<file path="src/shared/arith_decode_pkg.sv">
// Package with opcode codes, field positions and clock counts for the decoder.
package arith_decode_pkg;

	// ==================================================================
	// Opcode bytes and masks.
	// ==================================================================
	localparam logic [7:0] OPC_UNPACKED_ADD_ADJUST = 8'h37; // 00110111.
	localparam logic [7:0] OPC_PACKED_ADD_ADJUST   = 8'h27; // 00100111.
	localparam logic [7:0] OPC_UNPACKED_SUB_ADJUST = 8'h3F; // 00111111.
	localparam logic [7:0] OPC_PACKED_SUB_ADJUST   = 8'h2F; // 00101111.
	localparam logic [7:0] OPC_GROUP_MASK          = 8'hFE; // Ignores w.
	localparam logic [7:0] OPC_GROUP_MULDIV        = 8'hF6; // 1111011w.
	localparam logic [7:0] OPC_IMM_MUL_MASK        = 8'hFD; // Ignores s.
	localparam logic [7:0] OPC_IMM_MUL             = 8'h69; // 011010s1.

	// ==================================================================
	// Field positions in the opcode and the second byte.
	// ==================================================================
	localparam int         SIZE_BIT     = 0; // w: 0 byte, 1 word.
	localparam int         SIGN_EXT_BIT = 1; // s: 1 means one data byte.
	localparam int         MOD_HI       = 7; // Mode field, upper bit.
	localparam int         MOD_LO       = 6; // Mode field, lower bit.
	localparam int         SUBOP_HI     = 5; // Middle field, upper bit.
	localparam int         SUBOP_LO     = 3; // Middle field, lower bit.
	localparam logic [1:0] MOD_REGISTER = 2'h3; // Mode for a register.

	// ==================================================================
	// Sub-opcodes in the middle field of the second byte.
	// ==================================================================
	localparam logic [2:0] SUBOP_UNSIGNED_MULTIPLY = 3'h4; // 100.
	localparam logic [2:0] SUBOP_SIGNED_MULTIPLY   = 3'h5; // 101.
	localparam logic [2:0] SUBOP_UNSIGNED_DIVIDE   = 3'h6; // 110.

	// ==================================================================
	// Execution clock counts, in processor clocks.
	// ==================================================================
	localparam int         CNT_W = 5; // Width of the countdown.
	localparam logic [4:0] CLK_ADJUST        = 5'h03; // 3.
	localparam logic [4:0] CLK_MUL_REG_BYTE  = 5'h0D; // 13.
	localparam logic [4:0] CLK_MUL_REG_WORD  = 5'h15; // 21.
	localparam logic [4:0] CLK_MUL_MEM_BYTE  = 5'h10; // 16.
	localparam logic [4:0] CLK_MUL_MEM_WORD  = 5'h18; // 24.
	localparam logic [4:0] CLK_IMM_MUL_REG   = 5'h15; // 21.
	localparam logic [4:0] CLK_IMM_MUL_MEM   = 5'h18; // 24.
	localparam logic [4:0] CLK_DIV_REG_BYTE  = 5'h0E; // 14.
	localparam logic [4:0] CLK_DIV_REG_WORD  = 5'h16; // 22.
	localparam logic [4:0] CLK_DIV_MEM_BYTE  = 5'h11; // 17.
	localparam logic [4:0] CLK_DIV_MEM_WORD  = 5'h19; // 25.

	// ==================================================================
	// Operation reported on the output port.
	// ==================================================================
	typedef enum logic [3:0] {
		OP_NONE,
		OP_UNPACKED_ADD_ADJUST,
		OP_PACKED_ADD_ADJUST,
		OP_UNPACKED_SUB_ADJUST,
		OP_PACKED_SUB_ADJUST,
		OP_UNSIGNED_MULTIPLY,
		OP_SIGNED_MULTIPLY,
		OP_SIGNED_MULTIPLY_IMM,
		OP_UNSIGNED_DIVIDE
	} op_e;

endpackage : arith_decode_pkg

</file>
<file path="src/rtl/clock_countdown.sv">
// Countdown that times the execution phase of one instruction.
`timescale 1ns/1ps

module clock_countdown
	import arith_decode_pkg::*;
(
	input  wire logic                               sys_clk_i,  // Clock.
	input  wire logic                               sys_rst_i,  // Reset.
	input  wire logic                               load_i,     // Start.
	input  wire logic [arith_decode_pkg::CNT_W-1:0] load_val_i, // Clocks.
	output logic                                    last_o      // Final.
);

	// ==================================================================
	// State.
	// ==================================================================
	typedef struct packed {
		logic [CNT_W-1:0] remain; // Clocks still to run.
	} count_s;

	count_s cnt_reg;  // Registered state.
	count_s cnt_next; // Next state.

	// Loads the count, or steps it down towards zero.
	always_comb
	begin
		cnt_next = cnt_reg;
		if (load_i)
		begin
			cnt_next.remain = load_val_i;
		end
		else if (cnt_reg.remain != '0)
		begin
			cnt_next.remain = cnt_reg.remain - 1'b1;
		end
	end

	// Registers the count; reset leaves it idle at zero.
	always_ff @(posedge sys_clk_i)
	begin
		if (sys_rst_i)
		begin
			cnt_reg <= '0;
		end
		else
		begin
			cnt_reg <= cnt_next;
		end
	end

	// The last clock of the run is the one where a single clock remains.
	assign last_o = (cnt_reg.remain == {{(CNT_W-1){1'b0}}, 1'b1});

endmodule : clock_countdown

</file>
<file path="src/rtl/arith_opcode_decode_timing.sv">
// Decoder and execution timer for adjust, multiply and divide instructions.
// Function
// - 00110111 is unpacked add adjust, 3 clocks.
// - 00100111 is packed add adjust, 3 clocks.
// - 00111111 is unpacked subtract adjust, 3 clocks.
// - 00101111 is packed subtract adjust, 3 clocks.
// - Sub-opcode 100 unsigned multiply: 13/21/16/24 clocks.
// - Sub-opcode 101 signed multiply: same clock counts.
// - Immediate signed multiply, 21 register, 24 memory.
// - Sub-opcode 110 unsigned divide, byte register 14.
`timescale 1ns/1ps

module arith_opcode_decode_timing
	import arith_decode_pkg::*;
(
	input  wire logic                 sys_clk_i,    // 200 MHz clock.
	input  wire logic                 sys_rst_i,    // Synchronous reset.
	input  wire logic                 byte_valid_i, // Byte offered.
	input  wire logic [7:0]           byte_i,       // Instruction byte.
	output logic                      byte_ready_o, // Byte may be taken.
	output logic                      busy_o,       // Executing.
	output logic                      done_o,       // Execution finished.
	output logic                      reject_o,     // Unknown opcode.
	output arith_decode_pkg::op_e     op_o,         // Decoded operation.
	output logic                      word_o,       // Word operand size.
	output logic                      mem_o         // Memory operand.
);

	// ==================================================================
	// Types and state.
	// ==================================================================
	// Decode phases: opcode, second byte, immediate data, execution.
	typedef enum logic [1:0] {
		PH_OPCODE,
		PH_MODRM,
		PH_IMMEDIATE,
		PH_EXECUTE
	} phase_e;

	// Complete state of the decoder; every output is one of its fields.
	typedef struct packed {
		phase_e     phase;    // Current decode phase.
		op_e        op;       // Operation being decoded or executed.
		logic       word;     // Operand size, 1 for word.
		logic       mem;      // Operand lies in memory.
		logic [1:0] imm_left; // Immediate bytes still to take.
		logic       ready;    // Next byte may be taken.
		logic       busy;     // Execution is running.
		logic       done;     // One-clock completion pulse.
		logic       reject;   // One-clock unknown opcode pulse.
	} dec_s;

	dec_s             st_reg;    // Registered state.
	dec_s             st_next;   // Next state.
	logic             accept;    // A byte is taken this clock.
	logic             cnt_load;  // Starts the execution countdown.
	logic [CNT_W-1:0] cnt_value; // Clocks loaded into the countdown.
	logic             cnt_last;  // Countdown is on its final clock.

	// ==================================================================
	// Clock count lookup.
	// ==================================================================
	// Returns the execution clocks for an operation, size and location.
	function automatic logic [CNT_W-1:0] exec_clocks(
		input op_e  op,
		input logic word,
		input logic mem
	);
		logic [CNT_W-1:0] clocks;
		clocks = CLK_ADJUST;
		case (op)
			OP_UNSIGNED_MULTIPLY, OP_SIGNED_MULTIPLY:
			begin
				// Both multiply forms share one table.
				case ({mem, word})
					2'h0:    clocks = CLK_MUL_REG_BYTE;
					2'h1:    clocks = CLK_MUL_REG_WORD;
					2'h2:    clocks = CLK_MUL_MEM_BYTE;
					default: clocks = CLK_MUL_MEM_WORD;
				endcase
			end
			OP_SIGNED_MULTIPLY_IMM:
			begin
				// Only the operand location changes the count.
				clocks = mem ? CLK_IMM_MUL_MEM : CLK_IMM_MUL_REG;
			end
			OP_UNSIGNED_DIVIDE:
			begin
				// Divide counts differ in every case.
				case ({mem, word})
					2'h0:    clocks = CLK_DIV_REG_BYTE;
					2'h1:    clocks = CLK_DIV_REG_WORD;
					2'h2:    clocks = CLK_DIV_MEM_BYTE;
					default: clocks = CLK_DIV_MEM_WORD;
				endcase
			end
			default:
			begin
				// Adjust operations always take the short count.
				clocks = CLK_ADJUST;
			end
		endcase
		return clocks;
	endfunction : exec_clocks

	// ==================================================================
	// Countdown for the execution phase.
	// ==================================================================
	// Counts the execution clocks and flags the final one.
	clock_countdown u_countdown (
		.sys_clk_i  (sys_clk_i),
		.sys_rst_i  (sys_rst_i),
		.load_i     (cnt_load),
		.load_val_i (cnt_value),
		.last_o     (cnt_last)
	);

	// ==================================================================
	// Decode and sequencing.
	// ==================================================================
	// A byte is taken only while the decoder shows itself ready.
	assign accept = st_reg.ready & byte_valid_i;

	// Walks through the bytes of an instruction, then times its execution.
	always_comb
	begin
		st_next        = st_reg;
		st_next.done   = 1'b0;
		st_next.reject = 1'b0;
		cnt_load       = 1'b0;
		cnt_value      = '0;
		case (st_reg.phase)
			PH_OPCODE:
			begin
				// First byte: single-byte adjusts start at once.
				if (accept)
				begin
					st_next.word = 1'b0;
					st_next.mem  = 1'b0;
					if (byte_i == OPC_UNPACKED_ADD_ADJUST)
					begin
						st_next.op = OP_UNPACKED_ADD_ADJUST;
					end
					else if (byte_i == OPC_PACKED_ADD_ADJUST)
					begin
						st_next.op = OP_PACKED_ADD_ADJUST;
					end
					else if (byte_i == OPC_UNPACKED_SUB_ADJUST)
					begin
						st_next.op = OP_UNPACKED_SUB_ADJUST;
					end
					else if (byte_i == OPC_PACKED_SUB_ADJUST)
					begin
						st_next.op = OP_PACKED_SUB_ADJUST;
					end
					else if ((byte_i & OPC_GROUP_MASK) == OPC_GROUP_MULDIV)
					begin
						// Sub-opcode is still unknown.
						st_next.op    = OP_NONE;
						st_next.word  = byte_i[SIZE_BIT];
						st_next.phase = PH_MODRM;
					end
					else if ((byte_i & OPC_IMM_MUL_MASK) == OPC_IMM_MUL)
					begin
						// One data byte when s is set, two otherwise.
						st_next.op       = OP_SIGNED_MULTIPLY_IMM;
						st_next.word     = 1'b1;
						st_next.imm_left = byte_i[SIGN_EXT_BIT] ?
							2'h1 : 2'h2;
						st_next.phase    = PH_MODRM;
					end
					else
					begin
						// Outside this group: refuse and stay idle.
						st_next.op     = OP_NONE;
						st_next.reject = 1'b1;
					end
					// Adjust operations go straight to execution.
					if (st_next.op != OP_NONE && st_next.phase == PH_OPCODE)
					begin
						cnt_load      = 1'b1;
						cnt_value     = CLK_ADJUST;
						st_next.busy  = 1'b1;
						st_next.phase = PH_EXECUTE;
					end
				end
			end
			PH_MODRM:
			begin
				// Second byte: location and, for the group, the sub-opcode.
				if (accept)
				begin
					st_next.mem = (byte_i[MOD_HI:MOD_LO] != MOD_REGISTER);
					if (st_reg.op == OP_SIGNED_MULTIPLY_IMM)
					begin
						st_next.phase = PH_IMMEDIATE;
					end
					else
					begin
						case (byte_i[SUBOP_HI:SUBOP_LO])
							SUBOP_UNSIGNED_MULTIPLY:
								st_next.op = OP_UNSIGNED_MULTIPLY;
							SUBOP_SIGNED_MULTIPLY:
								st_next.op = OP_SIGNED_MULTIPLY;
							SUBOP_UNSIGNED_DIVIDE:
								st_next.op = OP_UNSIGNED_DIVIDE;
							default:
								st_next.op = OP_NONE;
						endcase
						if (st_next.op == OP_NONE)
						begin
							// Other sub-opcodes are not handled here.
							st_next.reject = 1'b1;
							st_next.phase  = PH_OPCODE;
						end
						else
						begin
							cnt_load      = 1'b1;
							cnt_value     = exec_clocks(st_next.op,
								st_next.word, st_next.mem);
							st_next.busy  = 1'b1;
							st_next.phase = PH_EXECUTE;
						end
					end
				end
			end
			PH_IMMEDIATE:
			begin
				// Immediate data bytes; execution starts after the last.
				if (accept)
				begin
					st_next.imm_left = st_reg.imm_left - 2'h1;
					if (st_reg.imm_left == 2'h1)
					begin
						cnt_load      = 1'b1;
						cnt_value     = exec_clocks(st_reg.op, st_reg.word,
							st_reg.mem);
						st_next.busy  = 1'b1;
						st_next.phase = PH_EXECUTE;
					end
				end
			end
			PH_EXECUTE:
			begin
				// Final counted clock ends the run with a done pulse.
				if (cnt_last)
				begin
					st_next.busy  = 1'b0;
					st_next.done  = 1'b1;
					st_next.phase = PH_OPCODE;
				end
			end
			default:
			begin
				// Unreachable encoding: recover to the idle phase.
				st_next.phase = PH_OPCODE;
				st_next.busy  = 1'b0;
			end
		endcase
		// Bytes are refused only while an instruction executes.
		st_next.ready = (st_next.phase != PH_EXECUTE);
	end

	// Registers the state; reset leaves the decoder idle and ready.
	always_ff @(posedge sys_clk_i)
	begin
		if (sys_rst_i)
		begin
			st_reg          <= '0;
			st_reg.phase    <= PH_OPCODE;
			st_reg.op       <= OP_NONE;
			st_reg.ready    <= 1'b1;
		end
		else
		begin
			st_reg <= st_next;
		end
	end

	// ==================================================================
	// Outputs, each taken from the registered state.
	// ==================================================================
	assign byte_ready_o = st_reg.ready;
	assign busy_o       = st_reg.busy;
	assign done_o       = st_reg.done;
	assign reject_o     = st_reg.reject;
	assign op_o         = st_reg.op;
	assign word_o       = st_reg.word;
	assign mem_o        = st_reg.mem;

endmodule : arith_opcode_decode_timing

</file>
<file path="config.mk">
export PLATFORM = sky130hd
export DESIGN_NAME = arith_opcode_decode_timing
export DESIGN_NICKNAME = d
export VERILOG_FILES = /design/src/shared/arith_decode_pkg.sv /design/src/rtl/clock_countdown.sv /design/src/rtl/arith_opcode_decode_timing.sv
export SDC_FILE = /design/constraint.sdc
export NUM_CORES = 1
export LEC_CHECK = 0
export BUFFER_PORTS_ARGS = -buffer_cell sky130_fd_sc_hd__buf_4
export CORE_ASPECT_RATIO = 1.2
export CORE_MARGIN = 2
export CORE_UTILIZATION = 32
export CTS_CLUSTER_SIZE = 20
export DETAILED_ROUTE_END_ITERATION = 8
export SYNTH_ARGS = -nofsm -noshare
export SYNTH_HDL_FRONTEND = slang
export SYNTH_HIERARCHICAL = 1
export SYNTH_SLANG_ARGS = --single-unit
</file>
<file path="constraint.sdc">
create_clock -name sys_clk_i -period 4.1 [get_ports sys_clk_i]
set_input_delay 0.205 -clock sys_clk_i [delete_from_list [all_inputs] [get_ports sys_clk_i]]
set_output_delay 0.205 -clock sys_clk_i [all_outputs]
set_load 0.01 [all_outputs]
</file>
==> metrics.log, run 1 <==
[metrics] outcome: completed
[metrics] first-pass GRT wire length: ~7000 um
[metrics] post-route fraction of the period consumed by the critical path: 56.45%
[metrics] sequential cell area fraction in the yosys report: 22.74%
[metrics] power after layout: 0.0006145 W
[metrics] clock tree from TritonCTS: yes
[metrics] Cell Count Post-Placement: around 290
[metrics] DP Wirelength: 3190 um
[metrics] area of the die: 0.005824 mm^2
[metrics] synthesized net count: around 250
[metrics] Async S/R FF share, synth: 0%
[metrics] Yosys warning count: 6
[metrics] number of search-and-repair iterations in the first detailed-routing pass: 4
[metrics] Final Instance Count excl. Fillers: 295
[metrics] overall overflow remaining after global route: 0
[metrics] number of enable flip-flop cells after synthesis: 0
[metrics] CTS Hold Buffers Added: 0
[metrics] die outline height: between 80 and 90 um
[metrics] total of flip-flops plus latches after synthesis: 19
[metrics] initial standard-cell utilization of the core: 33.63%
[metrics] endpoint required time on the critical path: 4.25 ns
[metrics] largest net degree at the start of global routing: 25
[metrics] Post-DRT Antenna Nets: 0
[metrics] min cycle time layout: around 2.3 ns
[metrics] buffer type at the clock tree root: clkbuf_8
[metrics] worst IR drop on VDD: ~0.10 mV
[metrics] library cells used by synthesis: 56
[metrics] number of nets at the end of the flow: 263
[metrics] Maximum Capacitance Violations: 0
[metrics] Post-CTS Resized: 0
[metrics] initial antenna violation count: 0
[metrics] cells along the critical path: inv_1 -> ha_1 -> or2_2 -> a221o_1 -> a221oi_1 -> mux2i_1 -> nor2_1
[metrics] routed wire length per instance: 13.82 um
[metrics] Synth Flop Type: dfxtp_1
[metrics] Die Wd: 70 um
[metrics] type of the tightest min-delay check: input pin to flop
[metrics] commonest cells after routing, fill and taps aside: nor2_1 (30), buf_4 (21), dfxtp_1 (19)
[metrics] clock input transition at the sequential cells of the worst setup and hold paths: 0.08 ns
[metrics] relative area change from synthesis to final layout: 12.64%
[metrics] initial drt markers: 30
[metrics] worst-skew pair later-pin latency: 0.27 ns
[metrics] Clock Tree Buf Depth: 2
[metrics] tightest slew margin relative to the limit: 64.06%
[metrics] Diodes inserted: 0
[metrics] setup repair bufs after CTS: 0
[metrics] number of buffer cells added on primary ports: 20
[metrics] total routing usage reported by global routing: 14.56%
[metrics] Max Clock Freq: about 430 MHz
[metrics] Routed WL: 4078 um
[metrics] DRC violation count after routing: 0
[metrics] total count of max-transition violations in the final report: 0
[metrics] classification of the worst setup path: flop to flop
[metrics] reported leakage power: between 0.7 and 0.8 nW
[metrics] worst-case register-to-register setup slack: 1.79 ns
[metrics] H-Tree Level Count: 1
[metrics] critical path endpoint category: flop
[metrics] vias in the first global route: 1,577
[metrics] clock skew after layout: 0.005897 ns
[metrics] final estimated routing congestion in global placement: approximately 0.9
[metrics] Post-Syn Area: 0.001673 mm^2
[metrics] setup total negative slack: 0 ns
[metrics] area of the core region: 0.004975 mm^2
[metrics] Slowest Stage Delay on Critical Path: around 0.43 ns
[metrics] actual transition at the worst max-transition pin: approximately 0.54 ns
[metrics] final setup violating endpoints: 0
[metrics] category of the worst setup path launch point: flop
[metrics] worst path arrival time: 2.47 ns
[metrics] most common cell after layout, fill and taps aside: nor2_1
[metrics] number of fill cells: 536
[metrics] ratio of total power to cell area: 326.1 mW/mm^2
[metrics] post-detailed-route via-to-cell ratio: ~5.6
[metrics] count of standard-cell rows: 28
[metrics] share of cells above drive strength 1: 13.62%
[metrics] I/O pin cnt: 21
[metrics] post-synthesis instance total: 224
[metrics] setup repair after global routing missed its margin: false
[metrics] Synth top area share: approximately 23%
[metrics] post-synth top area cell: dfxtp_1
[metrics] critical-path cell with the highest stage delay: dfxtp_1
[metrics] endpoints failing hold: 0
[metrics] largest fanout on the critical path: 13
[metrics] Vias: 1,652
[metrics] syn_area_per_cell: 7.468 um^2
[metrics] largest cells by area after synthesis: dfxtp_1 (23%), ha_1 (12%), nor2_1 (6.7%)
[metrics] number of flip-flops in the largest register: 5
[metrics] Sink Count: 19
[metrics] CTS Buf Count: 3
[path summary, 6_finish.rpt]
| kind | from | end | cells after the start |
|---|---|---|---|
| worst min-delay path | byte_i[5] | op_o[0] | 2 |
| worst min register to register | st_reg[5] | st_reg[5] | 2 |
| worst max register to register | st_reg[13] | busy_o | 7 |
| worst max-delay path | st_reg[13] | busy_o | 7 |
[cell families after synthesis]
kind of cell	synth area share, %
multiplexers	1.870
AND/OR/NAND/NOR	34.03
buffers and inverters	7.479
AO/OA/AOI/OAI	20.87
XOR/XNOR	1.047
flip-flops	22.74
adder cells (fa/ha/maj)	11.97
[cell type report]
class / count / area, um^2 / share of cell area (%)
clock buffers: 3 / 41.29 / 2.191
clock inverters: 1 / 5.005 / 0.2656
inverters: 15 / 56.30 / 2.988
multi-input cells: 176 / 1169 / 62.02
flip-flops and latches: 19 / 380.4 / 20.19
well taps: 60 / 75.07 / 3.984
repair buffers: 21 / 157.7 / 8.367
[per-layer routing]
layer / routed length, um / vias to the layer above / part of all wire (%) / track usage (%)
li1: - / 831 / - / -
met1: 1705 / 765 / 42 / 16.64
met2: 2072 / 42 / 51 / 24.68
met3: 168 / 14 / 4.1 / 2.791
met4: 131 / 0 / 3.2 / 8.916
met5: 0 / - / 0 / 0
[power breakdown]
group / switching (W) / internal (W) / total (W)
sequential: 0.0000282 / 0.000209 / 0.000238
clock: 0.0000714 / 0.0000679 / 0.000139
combinational: 0.000116 / 0.000121 / 0.000238
total: 0.000216 / 0.000399 / 0.000614
[synthesized netlist by cell type (all sizes together), types with 2 or more instances]
cell type / n
nand4b: 2
a21oi: 10
nor2: 30
dfxtp: 19
buf: 6
nor3: 8
nand3: 8
or4: 3
nor2b: 4
a31oi: 6
xnor2: 2
a211oi: 3
and3: 3
nand3b: 2
or3: 6
nand2: 18
clkbuf: 8
o21ai: 7
nor3b: 3
a22oi: 2
mux2i: 2
or4b: 2
nand2b: 5
o211ai: 3
ha: 16
inv: 15
o22ai: 3
nor4: 3
a21boi: 3
[worst max-delay path: cells and delay by family, from the launching register on]
family          cells  cell delay [ns]
compound gates      2             0.67
flops               1             0.43
simple gates        2             0.41
fa+ha+maj           1             0.34
mux                 1             0.23
buf+inv             1             0.12
[through the flow]
stage | utilization (%) | setup WS (ns) | hold slack [ns] | cell area (um^2)
6_report | 37.88 | 1.785 | 0.2511 | 1884
3_3_place_gp | 36.95 | 1.918 | 0.4899 | 1838
4_1_cts | 37.88 | 1.835 | 0.2499 | 1884
2_1_floorplan | - | 1.922 | 0.2843 | 1673
3_5_place_dp | 36.95 | 1.858 | 0.4999 | 1838
5_1_grt | 37.88 | 1.654 | 0.2699 | 1884
Note: power is estimated with default switching activity, not from simulation.
==> run 2: changes to the inputs <==
clock period = 2.4 ns   (was 4.1 ns; I/O delays follow)
==> run 2 against run 1 <==
  * Count of clock-buffer cells in the layout increased by 1
  * Maximum frequency grew 8.9%
  * Worst hold slack worse by 0.085 ns
  * Combinational power up 74%
  * Clock power rose by 67%
  * Total power increased by 72%
  * Clock skew is essentially flat
  * Worst setup slack worse by 1.5 ns
  * Global-route usage up 0.11 points
  * Non-clock buffer count up 5
  * Core utilization grew 0.73 points
  * Critical path type unchanged
  * Highest routed layer unchanged
==> metrics.log, run 2 (same netlist as run 1, synthesis figures left out) <==
[metrics] clock input transition at the sequential cells of the worst setup and hold paths: around 0.08 ns
[metrics] Finished Cell Area: ~0.0019 mm^2
[metrics] critical path endpoint category: flop
[metrics] DRC violation count after routing: 0
[metrics] H-Tree Level Count: 1
[metrics] setup repair bufs after CTS: 0
[metrics] number of flip-flops in the largest register: 5
[metrics] cell count of the worst reg-to-reg path: 7
[metrics] post-route worst hold slack: 0.1661 ns
[metrics] reported leakage power: 0.7692 nW
[metrics] Post-CTS Resized: 0
[metrics] category of the worst setup path launch point: flop
[metrics] Slowest Stage Delay on Critical Path: about 0.42 ns
[metrics] worst-skew pair later-pin latency: 0.26 ns
[metrics] post-detailed-route via-to-cell ratio: 5.497
[metrics] I/O pin cnt: 21
[metrics] initial drt markers: 67
[metrics] endpoints failing hold: 0
[metrics] Max Clock Freq: 470.7 MHz
[metrics] post-route fraction of the period consumed by the critical path: 88.53%
[metrics] setup total negative slack: 0 ns
[metrics] largest fanout on the critical path: 6
[metrics] Hold Path Stages: 2
[metrics] buffer type at the clock tree root: clkbuf_8
[metrics] setup repair after global routing missed its margin: false
[metrics] hold worst-path end: op_o[0]
[metrics] launching point of the worst reg2reg path: st_reg[13]
[metrics] area of the die: 0.005824 mm^2
[metrics] Sink Count: 19
[metrics] relative area change from synthesis to final layout: 14.81%
[metrics] endpoint required time on the critical path: 2.55 ns
[metrics] final setup violating endpoints: 0
[metrics] Die Wd: roughly 70 um
[metrics] worst min-delay path startpoint: byte_i[5]
[metrics] die outline height: 83.20 um
[metrics] number of nets at the end of the flow: between 200 and 300
[metrics] classification of the worst setup path: flop to flop
[metrics] worst r2r dst: busy_o
[metrics] post-placement cell area: 0.001876 mm^2
[metrics] CTS Hold Buffers Added: 0
[metrics] worst IR drop on VDD: 0.1881 mV
[metrics] ratio of total power to cell area: 549.1 mW/mm^2
[metrics] Vias: 1,649
[metrics] worst path arrival time: 2.27 ns
[metrics] most common cell after layout, fill and taps aside: nor2_1
[metrics] Diodes inserted: 0
[metrics] Clock Tree Buf Depth: 2
[metrics] fraction of the core area covered by cells at the end of the flow: around two fifths
[metrics] Maximum Capacitance Violations: 0
[metrics] share of cells above drive strength 1: 15.00%
[metrics] Post-DRT Antenna Nets: 0
[metrics] total routing usage reported by global routing: 14.68%
[metrics] vias in the first global route: 1,549
[metrics] type of the tightest min-delay check: input pin to flop
[metrics] outcome: completed
[metrics] clock tree from TritonCTS: yes
[metrics] power after layout: 0.001055 W
[metrics] final estimated routing congestion in global placement: 0.9183
[metrics] number of buffer cells added on primary ports: 20
[metrics] actual transition at the worst max-transition pin: 0.5419 ns
[metrics] DP Wirelength: roughly 3200 um
[metrics] overall overflow remaining after global route: 0
[metrics] CTS Buf Count: 3
[metrics] clock skew after layout: 0.006318 ns
[metrics] min cycle time layout: 2.125 ns
[metrics] number of search-and-repair iterations in the first detailed-routing pass: 4
[metrics] count of standard-cell rows: 28
[metrics] initial antenna violation count: 0
[metrics] routed wire length per instance: 13.51 um
[metrics] cells along the critical path: inv_1 -> ha_1 -> or2_2 -> a221o_1 -> a221oi_1 -> mux2i_1 -> nor2_1
[metrics] worst-case register-to-register setup slack: 0.28 ns
[metrics] Routed WL: 4052 um
[metrics] first-pass GRT wire length: ~7000 um
[metrics] tightest slew margin relative to the limit: between 60 and 70%
[metrics] critical-path cell with the highest stage delay: dfxtp_1
[metrics] commonest cells after routing, fill and taps aside: nor2_1 (30), buf_4 (26), dfxtp_1 (19)
[metrics] initial standard-cell utilization of the core: 33.63%
[metrics] total count of max-transition violations in the final report: 0
[metrics] area of the core region: just under 0.005 mm^2
[metrics] largest net degree at the start of global routing: 25
run 2: changes by cell type in the layout (fill, tap and decap cells not counted):
cell and delta:
clkbuf_1 +1, clkinv_2 -1, buf_4 +5
run 2: layer usage:
layer  up-vias  wire, um  global-route usage, %
met4         0        92                  6.294
met1       765      1807                  18.07
met2        34      2043                  25.11
met3        12       108                  2.184
li1        838         -                      -
met5         -         0                      0
run 2: report_power, final:
group | total, W | switching (W) | internal (W)
combinational | 0.000415 | 0.000199 | 0.000215
sequential | 0.000408 | 0.0000500 | 0.000358
clock | 0.000232 | 0.000114 | 0.000118
total | 0.00105 | 0.000363 | 0.000691
run 2: worst max path at each step:
stage,endpoint,start,cells after the start,slack (ns)
CTS,busy_o,st_reg[13],7,0.26
detailed placement,busy_o,st_reg[13],7,0.30
floorplan,u_countdown/cnt_reg[0],st_reg[13],8,0.22
global route,busy_o,st_reg[13],7,0.06
global placement,busy_o,st_reg[13],7,0.34
finish,busy_o,st_reg[13],7,0.28
run 2: worst max-delay path: cells and delay by family, from the launching register on:
kind | cells | cell delay, ns
and+or+nand+nor | 2 | 0.38
AOI/OAI and AO/OA | 2 | 0.62
buffers and inverters | 1 | 0.12
DFF | 1 | 0.42
adders and majority gates | 1 | 0.25
muxes | 1 | 0.23
run 2: cell type report:
type	instances	area (um^2)
multi-input cells	176	1169
inverters	15	56.30
clock buffers	4	45.04
fillers	529	3054
well taps	60	75.07
repair buffers	26	195.2
flip-flops and latches	19	380.4
run 2: per-stage QoR:
stage / cells / setup slack, ns
6_report: 300 / 0.2754
5_1_grt: 300 / 0.05613
4_1_cts: 300 / 0.2632
3_5_place_dp: 296 / 0.2978
3_3_place_gp: 296 / 0.3418
2_1_floorplan: 224 / 0.2219
==> run 3: changes to the inputs <==
CTS_BUF_LIST = sky130_fd_sc_hd__clkbuf_2   (was default)
==> run 3 against run 2 <==
  * Critical path depth unchanged
  * Design area down 1.3%
  * Via count fell by 1.8%
  * Worst hold slack got worse by 0.093 ns
  * Critical path type unchanged
  * Critical endpoint unchanged
==> metrics.log, run 3 (same netlist as run 1, synthesis figures left out) <==
[metrics] DP Wirelength: 3195 um
[metrics] CTS Buf Count: 3
[metrics] most common cell after layout, fill and taps aside: nor2_1
[metrics] ratio of total power to cell area: just over 500 mW/mm^2
[metrics] area of the die: 0.005824 mm^2
[metrics] min cycle time layout: 2.143 ns
[metrics] reported leakage power: 0.7631 nW
[metrics] Die Wd: 70 um
[metrics] commonest cells after routing, fill and taps aside: nor2_1 (30), buf_4 (26), dfxtp_1 (19)
[metrics] relative contribution of the clock network to total power: 16.2%
[metrics] total count of max-transition violations in the final report: 0
[metrics] worst path arrival time: between 2 and 2.5 ns
[metrics] largest net degree at the start of global routing: 25
[metrics] endpoints failing hold: 0
[metrics] Slowest Stage Delay on Critical Path: 0.46 ns
[metrics] worst min-delay path startpoint: byte_i[0]
[metrics] area of the core region: 0.004975 mm^2
[metrics] power after layout: 0.0009827 W
[metrics] Diodes inserted: 0
[metrics] internal power summed over all cells: 0.0006174 W
[metrics] CTS Hold Buffers Added: 0
[metrics] Vias: 1,620
[metrics] initial standard-cell utilization of the core: 33.63%
[metrics] cells along the critical path: inv_1 -> ha_1 -> or2_2 -> a221o_1 -> a221oi_1 -> mux2i_1 -> nor2_1
[metrics] I/O pin cnt: 21
[metrics] setup total negative slack: 0 ns
[metrics] number of search-and-repair iterations in the first detailed-routing pass: 4
[metrics] relative area change from synthesis to final layout: 13.31%
[metrics] type of the tightest min-delay check: input pin to flop
[metrics] worst IR drop on VDD: 0.1632 mV
[metrics] clock input transition at the sequential cells of the worst setup and hold paths: between 0.2 and 0.25 ns
[metrics] number of buffer cells added on primary ports: 20
[metrics] overall overflow remaining after global route: 0
[metrics] final setup violating endpoints: 0
[metrics] post-route fraction of the period consumed by the critical path: 89.27%
[metrics] buffer type at the clock tree root: clkbuf_2
[metrics] Routed WL: 4067 um
[metrics] Hold Path Stages: 3
[metrics] routed wire length per instance: 13.56 um
[metrics] first-pass GRT wire length: 7176 um
[metrics] Sequential Area: roughly 380 um^2
[metrics] initial antenna violation count: 0
[metrics] critical-path cell with the highest stage delay: dfxtp_1
[metrics] Post-DRT Antenna Nets: 0
[metrics] post-detailed-route via-to-cell ratio: 5.400
[metrics] vias in the first global route: 1,555
[metrics] fraction of the core area covered by cells at the end of the flow: 38.10%
[metrics] count of standard-cell rows: 28
[metrics] clock tree from TritonCTS: yes
[metrics] share of cells above drive strength 1: 15.42%
[metrics] Post-CTS Resized: 0
[metrics] outcome: completed
[metrics] number of nets at the end of the flow: around 270
[metrics] critical path endpoint category: flop
[metrics] total routing usage reported by global routing: around 15%
[metrics] post-placement cell area: between 0.0015 and 0.002 mm^2
[metrics] actual transition at the worst max-transition pin: 0.5666 ns
[metrics] area of the multi-input gates: between 0.001 and 0.0015 mm^2
[metrics] Maximum Capacitance Violations: 0
[metrics] largest fanout on the critical path: 6
[metrics] Final Instance Count excl. Fillers: 300
[metrics] hold worst-path end: word_o
[metrics] setup repair bufs after CTS: 0
[metrics] cell count of the worst reg-to-reg path: 7
[metrics] Max Clock Freq: roughly 470 MHz
[metrics] final estimated routing congestion in global placement: 0.9183
[metrics] classification of the worst setup path: flop to flop
[metrics] part of the total power dissipated in combinational logic: 42.3%
[metrics] Sink Count: 19
[metrics] reported net switching power: between 0.0003 and 0.0004 W
[metrics] worst r2r dst: busy_o
[metrics] Cell Count Post-Placement: 296
[metrics] fraction of power spent switching nets: 37.17%
[metrics] die outline height: 83.20 um
[metrics] Sequential Power Share: 41.5%
[metrics] Finished Cell Area: between 0.0015 and 0.002 mm^2
[metrics] Clock Tree Buf Depth: 2
[metrics] number of flip-flops in the largest register: 5
[metrics] worst-skew pair later-pin latency: roughly 0.34 ns
[metrics] tightest slew margin relative to the limit: 62.23%
[metrics] initial drt markers: 62
[metrics] DRC violation count after routing: 0
[metrics] worst-case register-to-register setup slack: 0.26 ns
[metrics] launching point of the worst reg2reg path: st_reg[13]
[metrics] setup repair after global routing missed its margin: false
[metrics] H-Tree Level Count: 1
[metrics] clock skew after layout: approximately 0.011 ns
[metrics] endpoint required time on the critical path: 2.65 ns
[metrics] number of fill cells: 533
[metrics] category of the worst setup path launch point: flop
==> run 3: cell types whose count changed in the layout (fill, tap and decap cells not counted) <==
cell      delta
clkbuf_1     -1
clkbuf_2     +4
clkbuf_8     -3
==> run 3: worst max-delay path by stage <==
| stage | slack [ns] | from | to |
|---|---|---|---|
| 2_1_floorplan | 0.22 | st_reg[13] | u_countdown/cnt_reg[0] |
| 3_3_place_gp | 0.34 | st_reg[13] | busy_o |
| 3_5_place_dp | 0.30 | st_reg[13] | busy_o |
| 4_1_cts | 0.25 | st_reg[13] | busy_o |
| 5_1_grt | 0.04 | st_reg[12] | u_countdown/cnt_reg[2] |
| 6_report | 0.26 | st_reg[13] | busy_o |
==> run 3: power by group through the flow <==
stage	Combinational [W]	Sequential, W	Clock (W)
6_report	0.000415	0.000408	0.000159
5_1_grt	0.000475	0.000415	0.000179
4_1_cts	0.000419	0.000409	0.000161
3_5_place_dp	0.000415	0.000416	0
3_3_place_gp	0.000423	0.000414	0
2_1_floorplan	0.000320	0.000405	0
==> run 3: layout make-up <==
type,instances,share of cell area (%)
clock buffers,4,1.056
inverters,15,2.970
multi-input cells,176,61.65
flip-flops and latches,19,20.07
well taps,60,3.960
repair buffers,26,10.30
==> run 3: worst max-delay path, delay by kind of cell (launching register included) <==
kind                     cells  cell delay, ns
AND/OR/NAND/NOR              2            0.38
flip-flops                   1            0.46
AO/OA/AOI/OAI                2            0.62
multiplexers                 1            0.23
adder cells (fa/ha/maj)      1            0.26
buffers and inverters        1            0.12
==> run 3: routing by layer <==
metal	track usage [%]	share of wire, %	up-vias
met5	0	0	-
met4	5.594	1.3	0
met3	2.427	2.9	5
met2	25.28	51	27
met1	18.30	45	744
li1	-	-	844
==> run 3: per-stage QoR <==
stage	hold WS [ns]	setup slack [ns]
floorplan	0.1993	0.2219
global placement	0.4402	0.3418
detailed placement	0.4408	0.2978
CTS	0.07295	0.2509
global route	0.06503	0.04214
finish	0.07286	0.2575
